[src/verilog/bcp_pkg.sv]
// Constants and types for the battery charge pocket controller
package bcp_pkg;

  // ---------------------------------------------------------------
  // Sizing and timing
  // ---------------------------------------------------------------
  localparam int POCKETS = 2;
  localparam int CLK_HZ = 20_000_000;
  localparam int MS_PER_S = 1000;
  localparam int TICK_CYCLES = CLK_HZ / MS_PER_S;
  localparam int FLASH_MS = 800;

  // ---------------------------------------------------------------
  // Thresholds: temperature in degC, voltage in 100 mV units
  // ---------------------------------------------------------------
  localparam logic [7:0] HOT_SET_C = 8'h28;
  localparam logic [7:0] HOT_CLR_C = 8'h1E;
  localparam logic [7:0] COLD_C = 8'h0A;
  localparam logic [7:0] LOW_V = 8'h3C;
  localparam logic [7:0] MAX_V = 8'h69;

  // ---------------------------------------------------------------
  // Register map
  // ---------------------------------------------------------------
  localparam logic [7:0] CTRL_OFS = 8'h00;
  localparam logic [7:0] INTERVAL_OFS = 8'h04;
  localparam logic [7:0] LIMIT_OFS = 8'h08;
  localparam logic [7:0] STATE_OFS = 8'h0C;
  localparam logic [7:0] IRQ_STAT_OFS = 8'h10;
  localparam logic [7:0] IRQ_EN_OFS = 8'h14;
  localparam logic [7:0] IRQ_CLR_OFS = 8'h18;
  localparam int CTRL_EN_BIT = 0;
  localparam int IRQ_DONE_LSB = 0;
  localparam int IRQ_FAULT_LSB = POCKETS;
  localparam int STATE_FIELD_W = 4;
  localparam logic CTRL_EN_RST = 1'b1;
  localparam logic [15:0] INTERVAL_RST = 16'h03E8;
  localparam logic [7:0] LIMIT_RST = 8'h01;

  // ---------------------------------------------------------------
  // Types
  // ---------------------------------------------------------------
  typedef enum logic [1:0] {PK_EMPTY, PK_WAIT, PK_FAST, PK_DONE} bcp_mode_t;

  typedef struct packed {
    logic present;
    logic tx;
    logic bad;
    logic shrt;
    logic [7:0] temp;
    logic [7:0] volt;
  } bcp_pin_t;

  typedef struct packed {
    logic fast;
    logic trickle;
    logic reform;
    logic ireduce;
    logic red;
    logic green;
  } bcp_drv_t;

  typedef struct packed {
    bcp_mode_t mode;
    logic hot;
    logic cold;
    logic fault_q;
    logic [7:0] last_temp;
  } bcp_pk_t;

  typedef struct packed {
    bcp_pin_t [POCKETS-1:0] sync1;
    bcp_pin_t [POCKETS-1:0] sync2;
    bcp_pk_t [POCKETS-1:0] pk;
    bcp_drv_t [POCKETS-1:0] drv;
    logic [15:0] tick_cnt;
    logic ms;
    logic [9:0] flash_cnt;
    logic flash_ph;
    logic [15:0] int_cnt;
    logic sample;
    logic ctrl_en;
    logic [15:0] interval;
    logic [7:0] limit;
    logic [2*POCKETS-1:0] irq_stat;
    logic [2*POCKETS-1:0] irq_en;
    logic irq;
    logic [31:0] rdata;
  } bcp_state_t;

endpackage

[src/verilog/bcp_charger.sv]
// Multi-pocket charge sequencer, indicator driver and register slave
//
// Decided for this implementation: the address map and the strobed register port.
`timescale 1ns/1ps

module bcp_charger
  import bcp_pkg::*;
#(
  parameter int TICK_CYCLES_P = TICK_CYCLES
) (
  input wire logic clk_i,
  input wire logic resetn_i,
  input wire logic [7:0] addr_i,
  input wire logic [31:0] wdata_i,
  input wire logic wr_i,
  input wire logic rd_i,
  output logic [31:0] rdata_o,
  output logic irq_o,
  input wire bcp_pin_t [POCKETS-1:0] pin_i,
  output bcp_drv_t [POCKETS-1:0] drv_o
);

  bcp_state_t q;
  bcp_state_t next_q;

  // ---------------------------------------------------------------
  // Next state
  // ---------------------------------------------------------------
  always_comb begin
    bcp_pin_t pin;
    bcp_pk_t pk;
    bcp_drv_t d;
    logic t_ok;
    logic v_ok;
    logic fault;
    logic can_fast;
    logic [2*POCKETS-1:0] ev;
    pin = '0;
    pk = '0;
    d = '0;
    t_ok = 1'b0;
    v_ok = 1'b0;
    fault = 1'b0;
    can_fast = 1'b0;
    ev = '0;
    next_q = q;
    next_q.sync1 = pin_i;
    next_q.sync2 = q.sync1;

    // Millisecond tick
    next_q.ms = 1'b0;
    if (q.tick_cnt >= 16'(TICK_CYCLES_P - 1)) begin
      next_q.tick_cnt = '0;
      next_q.ms = 1'b1;
    end else begin
      next_q.tick_cnt = q.tick_cnt + 16'h0001;
    end

    // Flash phase
    if (q.ms) begin
      if (q.flash_cnt == 10'(FLASH_MS - 1)) begin
        next_q.flash_cnt = '0;
        next_q.flash_ph = ~q.flash_ph;
      end else begin
        next_q.flash_cnt = q.flash_cnt + 10'h001;
      end
    end

    // Temperature sample strobe
    next_q.sample = 1'b0;
    if (q.ms) begin
      if (q.int_cnt + 16'h0001 >= q.interval) begin
        next_q.int_cnt = '0;
        next_q.sample = 1'b1;
      end else begin
        next_q.int_cnt = q.int_cnt + 16'h0001;
      end
    end

    for (int p = 0; p < POCKETS; p++) begin
      pin = q.sync2[p];
      pk = q.pk[p];
      d = '0;
      if (!pin.present) begin
        pk.hot = 1'b0;
        pk.cold = 1'b0;
      end else begin
        if (pin.temp > HOT_SET_C) begin
          pk.hot = 1'b1;
        end else if (pin.temp < HOT_CLR_C) begin
          pk.hot = 1'b0;
        end
        if (pin.temp < COLD_C) begin
          pk.cold = 1'b1;
        end else if (pin.temp > COLD_C) begin
          pk.cold = 1'b0;
        end
      end
      t_ok = !pk.hot && !pk.cold;
      v_ok = pin.volt >= LOW_V;
      fault = pin.present && (pin.bad || pin.shrt || pk.hot || pk.cold);
      can_fast = t_ok && v_ok && q.ctrl_en && !pin.bad && !pin.shrt;

      if (!pin.present) begin
        pk.mode = PK_EMPTY;
      end else begin
        case (q.pk[p].mode)
          PK_EMPTY, PK_WAIT: begin
            if (can_fast) begin
              pk.mode = PK_FAST;
              pk.last_temp = pin.temp;
            end else begin
              pk.mode = PK_WAIT;
            end
          end
          PK_FAST: begin
            if (!can_fast) begin
              pk.mode = PK_WAIT;
            end else if (q.sample) begin
              if (pin.temp > q.pk[p].last_temp && pin.temp - q.pk[p].last_temp > q.limit) begin
                pk.mode = PK_DONE;
                ev[IRQ_DONE_LSB + p] = 1'b1;
              end
              pk.last_temp = pin.temp;
            end
          end
          PK_DONE: begin
            pk.mode = PK_DONE;
          end
          default: begin
            pk.mode = PK_EMPTY;
          end
        endcase
      end
      if (fault && !q.pk[p].fault_q) begin
        ev[IRQ_FAULT_LSB + p] = 1'b1;
      end
      pk.fault_q = fault;

      // Charge path drives
      d.fast = pk.mode == PK_FAST && !pin.tx;
      d.ireduce = d.fast && pin.volt >= MAX_V;
      d.reform = pin.present && !v_ok && !pin.shrt;
      d.trickle = pin.present && v_ok && !pin.shrt && pk.mode != PK_FAST;

      // Indicator, fault flash first
      if (!pin.present) begin
        d.red = 1'b1;
        d.green = 1'b1;
      end else if (pin.shrt) begin
        d.red = q.flash_ph;
        d.green = ~q.flash_ph;
      end else if (pin.bad) begin
        d.red = q.flash_ph;
        d.green = q.flash_ph;
      end else if (pk.hot) begin
        d.red = q.flash_ph;
      end else if (pk.cold) begin
        d.green = q.flash_ph;
      end else if (pk.mode == PK_DONE) begin
        d.green = 1'b1;
      end else begin
        d.red = 1'b1;
      end
      next_q.pk[p] = pk;
      next_q.drv[p] = d;
    end

    // Register writes
    if (wr_i) begin
      case (addr_i)
        CTRL_OFS: next_q.ctrl_en = wdata_i[CTRL_EN_BIT];
        INTERVAL_OFS: next_q.interval = wdata_i[15:0];
        LIMIT_OFS: next_q.limit = wdata_i[7:0];
        IRQ_EN_OFS: next_q.irq_en = wdata_i[2*POCKETS-1:0];
        default: begin
        end
      endcase
    end
    // Hardware set wins over software clear
    if (wr_i && addr_i == IRQ_CLR_OFS) begin
      next_q.irq_stat = (q.irq_stat & ~wdata_i[2*POCKETS-1:0]) | ev;
    end else begin
      next_q.irq_stat = q.irq_stat | ev;
    end
    next_q.irq = |(next_q.irq_stat & next_q.irq_en);

    // Register reads, one cycle later
    next_q.rdata = '0;
    if (rd_i) begin
      case (addr_i)
        CTRL_OFS: next_q.rdata[CTRL_EN_BIT] = q.ctrl_en;
        INTERVAL_OFS: next_q.rdata[15:0] = q.interval;
        LIMIT_OFS: next_q.rdata[7:0] = q.limit;
        STATE_OFS: begin
          for (int p = 0; p < POCKETS; p++) begin
            next_q.rdata[p*STATE_FIELD_W +: STATE_FIELD_W] = {q.pk[p].hot, q.pk[p].cold, q.pk[p].mode};
          end
        end
        IRQ_STAT_OFS: next_q.rdata[2*POCKETS-1:0] = q.irq_stat;
        IRQ_EN_OFS: next_q.rdata[2*POCKETS-1:0] = q.irq_en;
        default: next_q.rdata = '0;
      endcase
    end
  end

  // ---------------------------------------------------------------
  // State register
  // ---------------------------------------------------------------
  always_ff @(posedge clk_i or negedge resetn_i) begin
    if (!resetn_i) begin
      q <= '0;
      q.ctrl_en <= CTRL_EN_RST;
      q.interval <= INTERVAL_RST;
      q.limit <= LIMIT_RST;
      for (int p = 0; p < POCKETS; p++) begin
        q.drv[p].red <= 1'b1;
        q.drv[p].green <= 1'b1;
      end
    end else begin
      q <= next_q;
    end
  end

  assign rdata_o = q.rdata;
  assign irq_o = q.irq;
  assign drv_o = q.drv;

  // Every pocket checked, so each antecedent is reached by some pocket
  for (genvar g = 0; g < POCKETS; g++) begin : g_chk

  end
endmodule

[config.mk]
export PLATFORM = sky130hd
export DESIGN_NAME = bcp_charger
export DESIGN_NICKNAME = d
export VERILOG_FILES = /design/src/verilog/bcp_pkg.sv /design/src/verilog/bcp_charger.sv
export SDC_FILE = /design/constraint.sdc
export NUM_CORES = 1
export LEC_CHECK = 0
export BUFFER_PORTS_ARGS = -buffer_cell sky130_fd_sc_hd__clkbuf_2
export CAP_MARGIN = 10
export CORE_MARGIN = 3
export CORE_UTILIZATION = 50
export CTS_BUF_LIST = sky130_fd_sc_hd__clkbuf_2 sky130_fd_sc_hd__clkbuf_4 sky130_fd_sc_hd__clkbuf_8
export DETAILED_ROUTE_END_ITERATION = 6
export PLACE_DENSITY = 0.71
export SLEW_MARGIN = 20
export SYNTH_ARGS = -nofsm -noshare
export SYNTH_HDL_FRONTEND = slang
export SYNTH_SLANG_ARGS = --single-unit
[constraint.sdc]
create_clock -name clk_i -period 5.2 [get_ports clk_i]
set_input_delay 0.52 -clock clk_i [delete_from_list [all_inputs] [get_ports clk_i]]
set_output_delay 0.52 -clock clk_i [all_outputs]
set_load 0.005 [all_outputs]
==> reports/qor.yml <==
status: "completed"
power_frac_seq: 0.471
first_pass_iters: 5
synthFlopType: "dfrtp_1"
clkPwrFrac: 0.415
synth_cell_type_count: 70
rr_worst_depth: 15
nNetsFinal: 1095
r2r-end: "drv_o[4]"
start_util: 0.514
finalCriticalPeriod_ps: 3520
finish.instance_area_um2: 11000
hold_viol: 0
whs_path_depth: 1
fin_crit_sh: 0.676
seq_area_frac_synth: 0.551
synth_top_area_share: 0.518
clkSinkCount: 213
rsz0062_at_grt: "false"
p_leak_nw: 5.20
diodes: 0
hold_path_class: "in -> reg"
cts_hold_buffers: 0
wl_per_cell_um: 15.3
fmaxAchievable_mhz: 284
syn_avg_cell_area_um2: 11.2
clock_path_buffers: 3
worst-path-max-fanout: 4
yosysTopAreaCell: "dfrtp_1"
ys_ff_latch: 213
num_vias: 6361
swShare: 0.259
ir_worst_vdd_v: 0.000248
worst_slew_pin_slew_ps: 923
die_x_um: 145
synthArstFlopShare: 1.00
synth_edf_count: 0
antenna_found_initial: 0
finClkSkew_ps: 13.2
final_layout_size_suffix_gt1_frac: 0.232
place_hpwl_um: 13700
htreeDepth: 2
arrival_ps: 3900
start_kind: "flop"
cp.required_ps: 5580
cp-startpoint: "q[157]"
ctsResizeCount: 0
synth.area.top_cells: "dfrtp_1 (52%), ha_1 (6.6%), mux2_2 (4.2%), buf_4 (3.4%), dfstp_2 (3.2%)"
critPathCapture: "drv_o[4]"
max_cap_viol_count: 0
cts_buffers: 36
root_buffer: "clkbuf_8"
dr.first_iter.drc_count: 322
grt_pass1_vias: 6416
grt_overflow: 0
r2r-start: "q[157]"
whs_ps: 96.1
drv_slew: 0
clkLatencyLatePin_ps: 520
grtUsageTotal: 0.180
slew_headroom: 0.385
drc_errors: 0
worst_setup_path_end_kind: "flop"
grt_pass1_wl_um: 31600
ant_nets: 0
grt_max_degree: 128
yosys_warnings: 0
fp.dieArea_um2: 21100
clk_pin_slew_worst_paths_ps: 60
path_class: "reg -> reg"
pin_count: 129
placed_area_um2: 10200
core_um2: 18900
place_congestion: 0.827
rrSetupSlack_ps: 1680
p_per_area_nw_per_um2: 355
viasPerCell: 5.11
p_int_w: 0.00290
setup_viol: 0
tns_ps: 0
synth_area_um2: 9710
tritoncts: "built"
final_core_util: 0.583
power_frac_comb: 0.114
fp-row-count: 50
wl_um: 19000
syn_inst: 864
p_switching_w: 0.00101
post_cts_buffers: 0
die_y_um: 145
numPortBuffers: 96
area_delta_synth_final_pct: 13.5
## kinds of logic (layout without fill, tap and decap cells)
family                   Yosys count  after routing  synth area share
XOR/XNOR                          46             46            0.0415
AND/OR/NAND/NOR                  247            247             0.128
AO/OA/AOI/OAI                    141            141            0.0969
multiplexers                      41             41            0.0482
adder cells (fa/ha/maj)           53             53            0.0698
other                              1             17          0.000386
flip-flops                       213            213             0.551
buffers and inverters            122            226            0.0643
## power groups by stage
stage	combinational (W)	sequential (W)	clock, W
after global placement	0.000441	0.00186	0
after detailed placement	0.000450	0.00187	0
after floorplan	0.000309	0.00184	0
final	0.000446	0.00184	0.00162
after CTS	0.000453	0.00184	0.00166
after global routing	0.000515	0.00185	0.00175
## cell usage in the layout, fill, tap and decap left out, drive strengths merged, types with 3 or more instances in the layout
cell type and instances:
and4 4, mux2 36, o21ai 44, clkbuf 145
bufinv 3, dfrtp 201, a211oi 5, a22oi 6
a21oi 30, mux2i 4, a2111oi 3, nand2b 7
and2 3, and3 15, nor2b 10, or2 3
ha 51, o21a 4, o2bb2ai 8, nand2 61
dfstp 12, a21o 7, nand4 14, inv 65
clkinv 8, a31oi 6, o211ai 4, buf 3
nand3 28, xor2 18, or3 7, o31ai 3
xnor2 28, conb 17, nor3 23, nor2 59
## synthesized netlist by cell type (21+ instances only)
master	count
o21ai_0	41
a21oi_1	30
buf_4	44
nand2_1	61
nor3_1	21
mux2_2	36
nand3_1	27
dfrtp_1	201
nor2_1	59
xnor2_1	28
ha_1	51
inv_1	63
## sequential cells by signal, indices dropped and copies added (netlist names)
name,count
q,144
drv_o,12
rdata_o,16
irq_o,1
next_q,40
## per-stage QoR
step / total power, W / instances / worst slack [ps]
after global placement: 0.00231 / 1180 / 1730
final: 0.00391 / 1244 / 1680
after floorplan: 0.00215 / 880 / 2020
after global routing: 0.00411 / 1244 / 1350
after CTS: 0.00396 / 1244 / 1640
after detailed placement: 0.00232 / 1180 / 1710
## per-layer routing
layer,share of wire,track usage,up-vias
li1,-,-,3129
met5,0,0,-
met3,0.048,0.0364,26
met4,0.014,0.0518,0
met1,0.47,0.249,3060
met2,0.47,0.291,146
## worst max-delay path, stage by stage (launching register included)
cell and delay, ps:
dfrtp_1 400, inv_1 80, ha_1 210, fa_1 400, nand2b_1 160, a21oi_1 220, a21o_1 150, a21oi_1 70
xnor2_1 130, ha_1 310, a21oi_1 140, a21boi_0 100, o31ai_1 300, nor2_1 160, a2111oi_4 430, nor3b_1 120
## cell type report
type,count,area (um2)
inverters,63,236
multi-input cells,545,3810
repair buffers,99,512
well taps,260,325
clock inverters,15,165
flip-flops and latches,213,5350
clock buffers,49,631
fillers,1614,7870
## worst min path at each step
stage | start | end | slack (ps)
floorplan | resetn_i | drv_o[10] | 220
global placement | next_q[161] | q[161] | 330
detailed placement | next_q[158] | q[158] | 330
CTS | pin_i[5] | next_q[154] | 70
global route | pin_i[14] | next_q[163] | 70
finish | pin_i[5] | next_q[154] | 100
No activity file was read; power rests on OpenSTA's default activity.
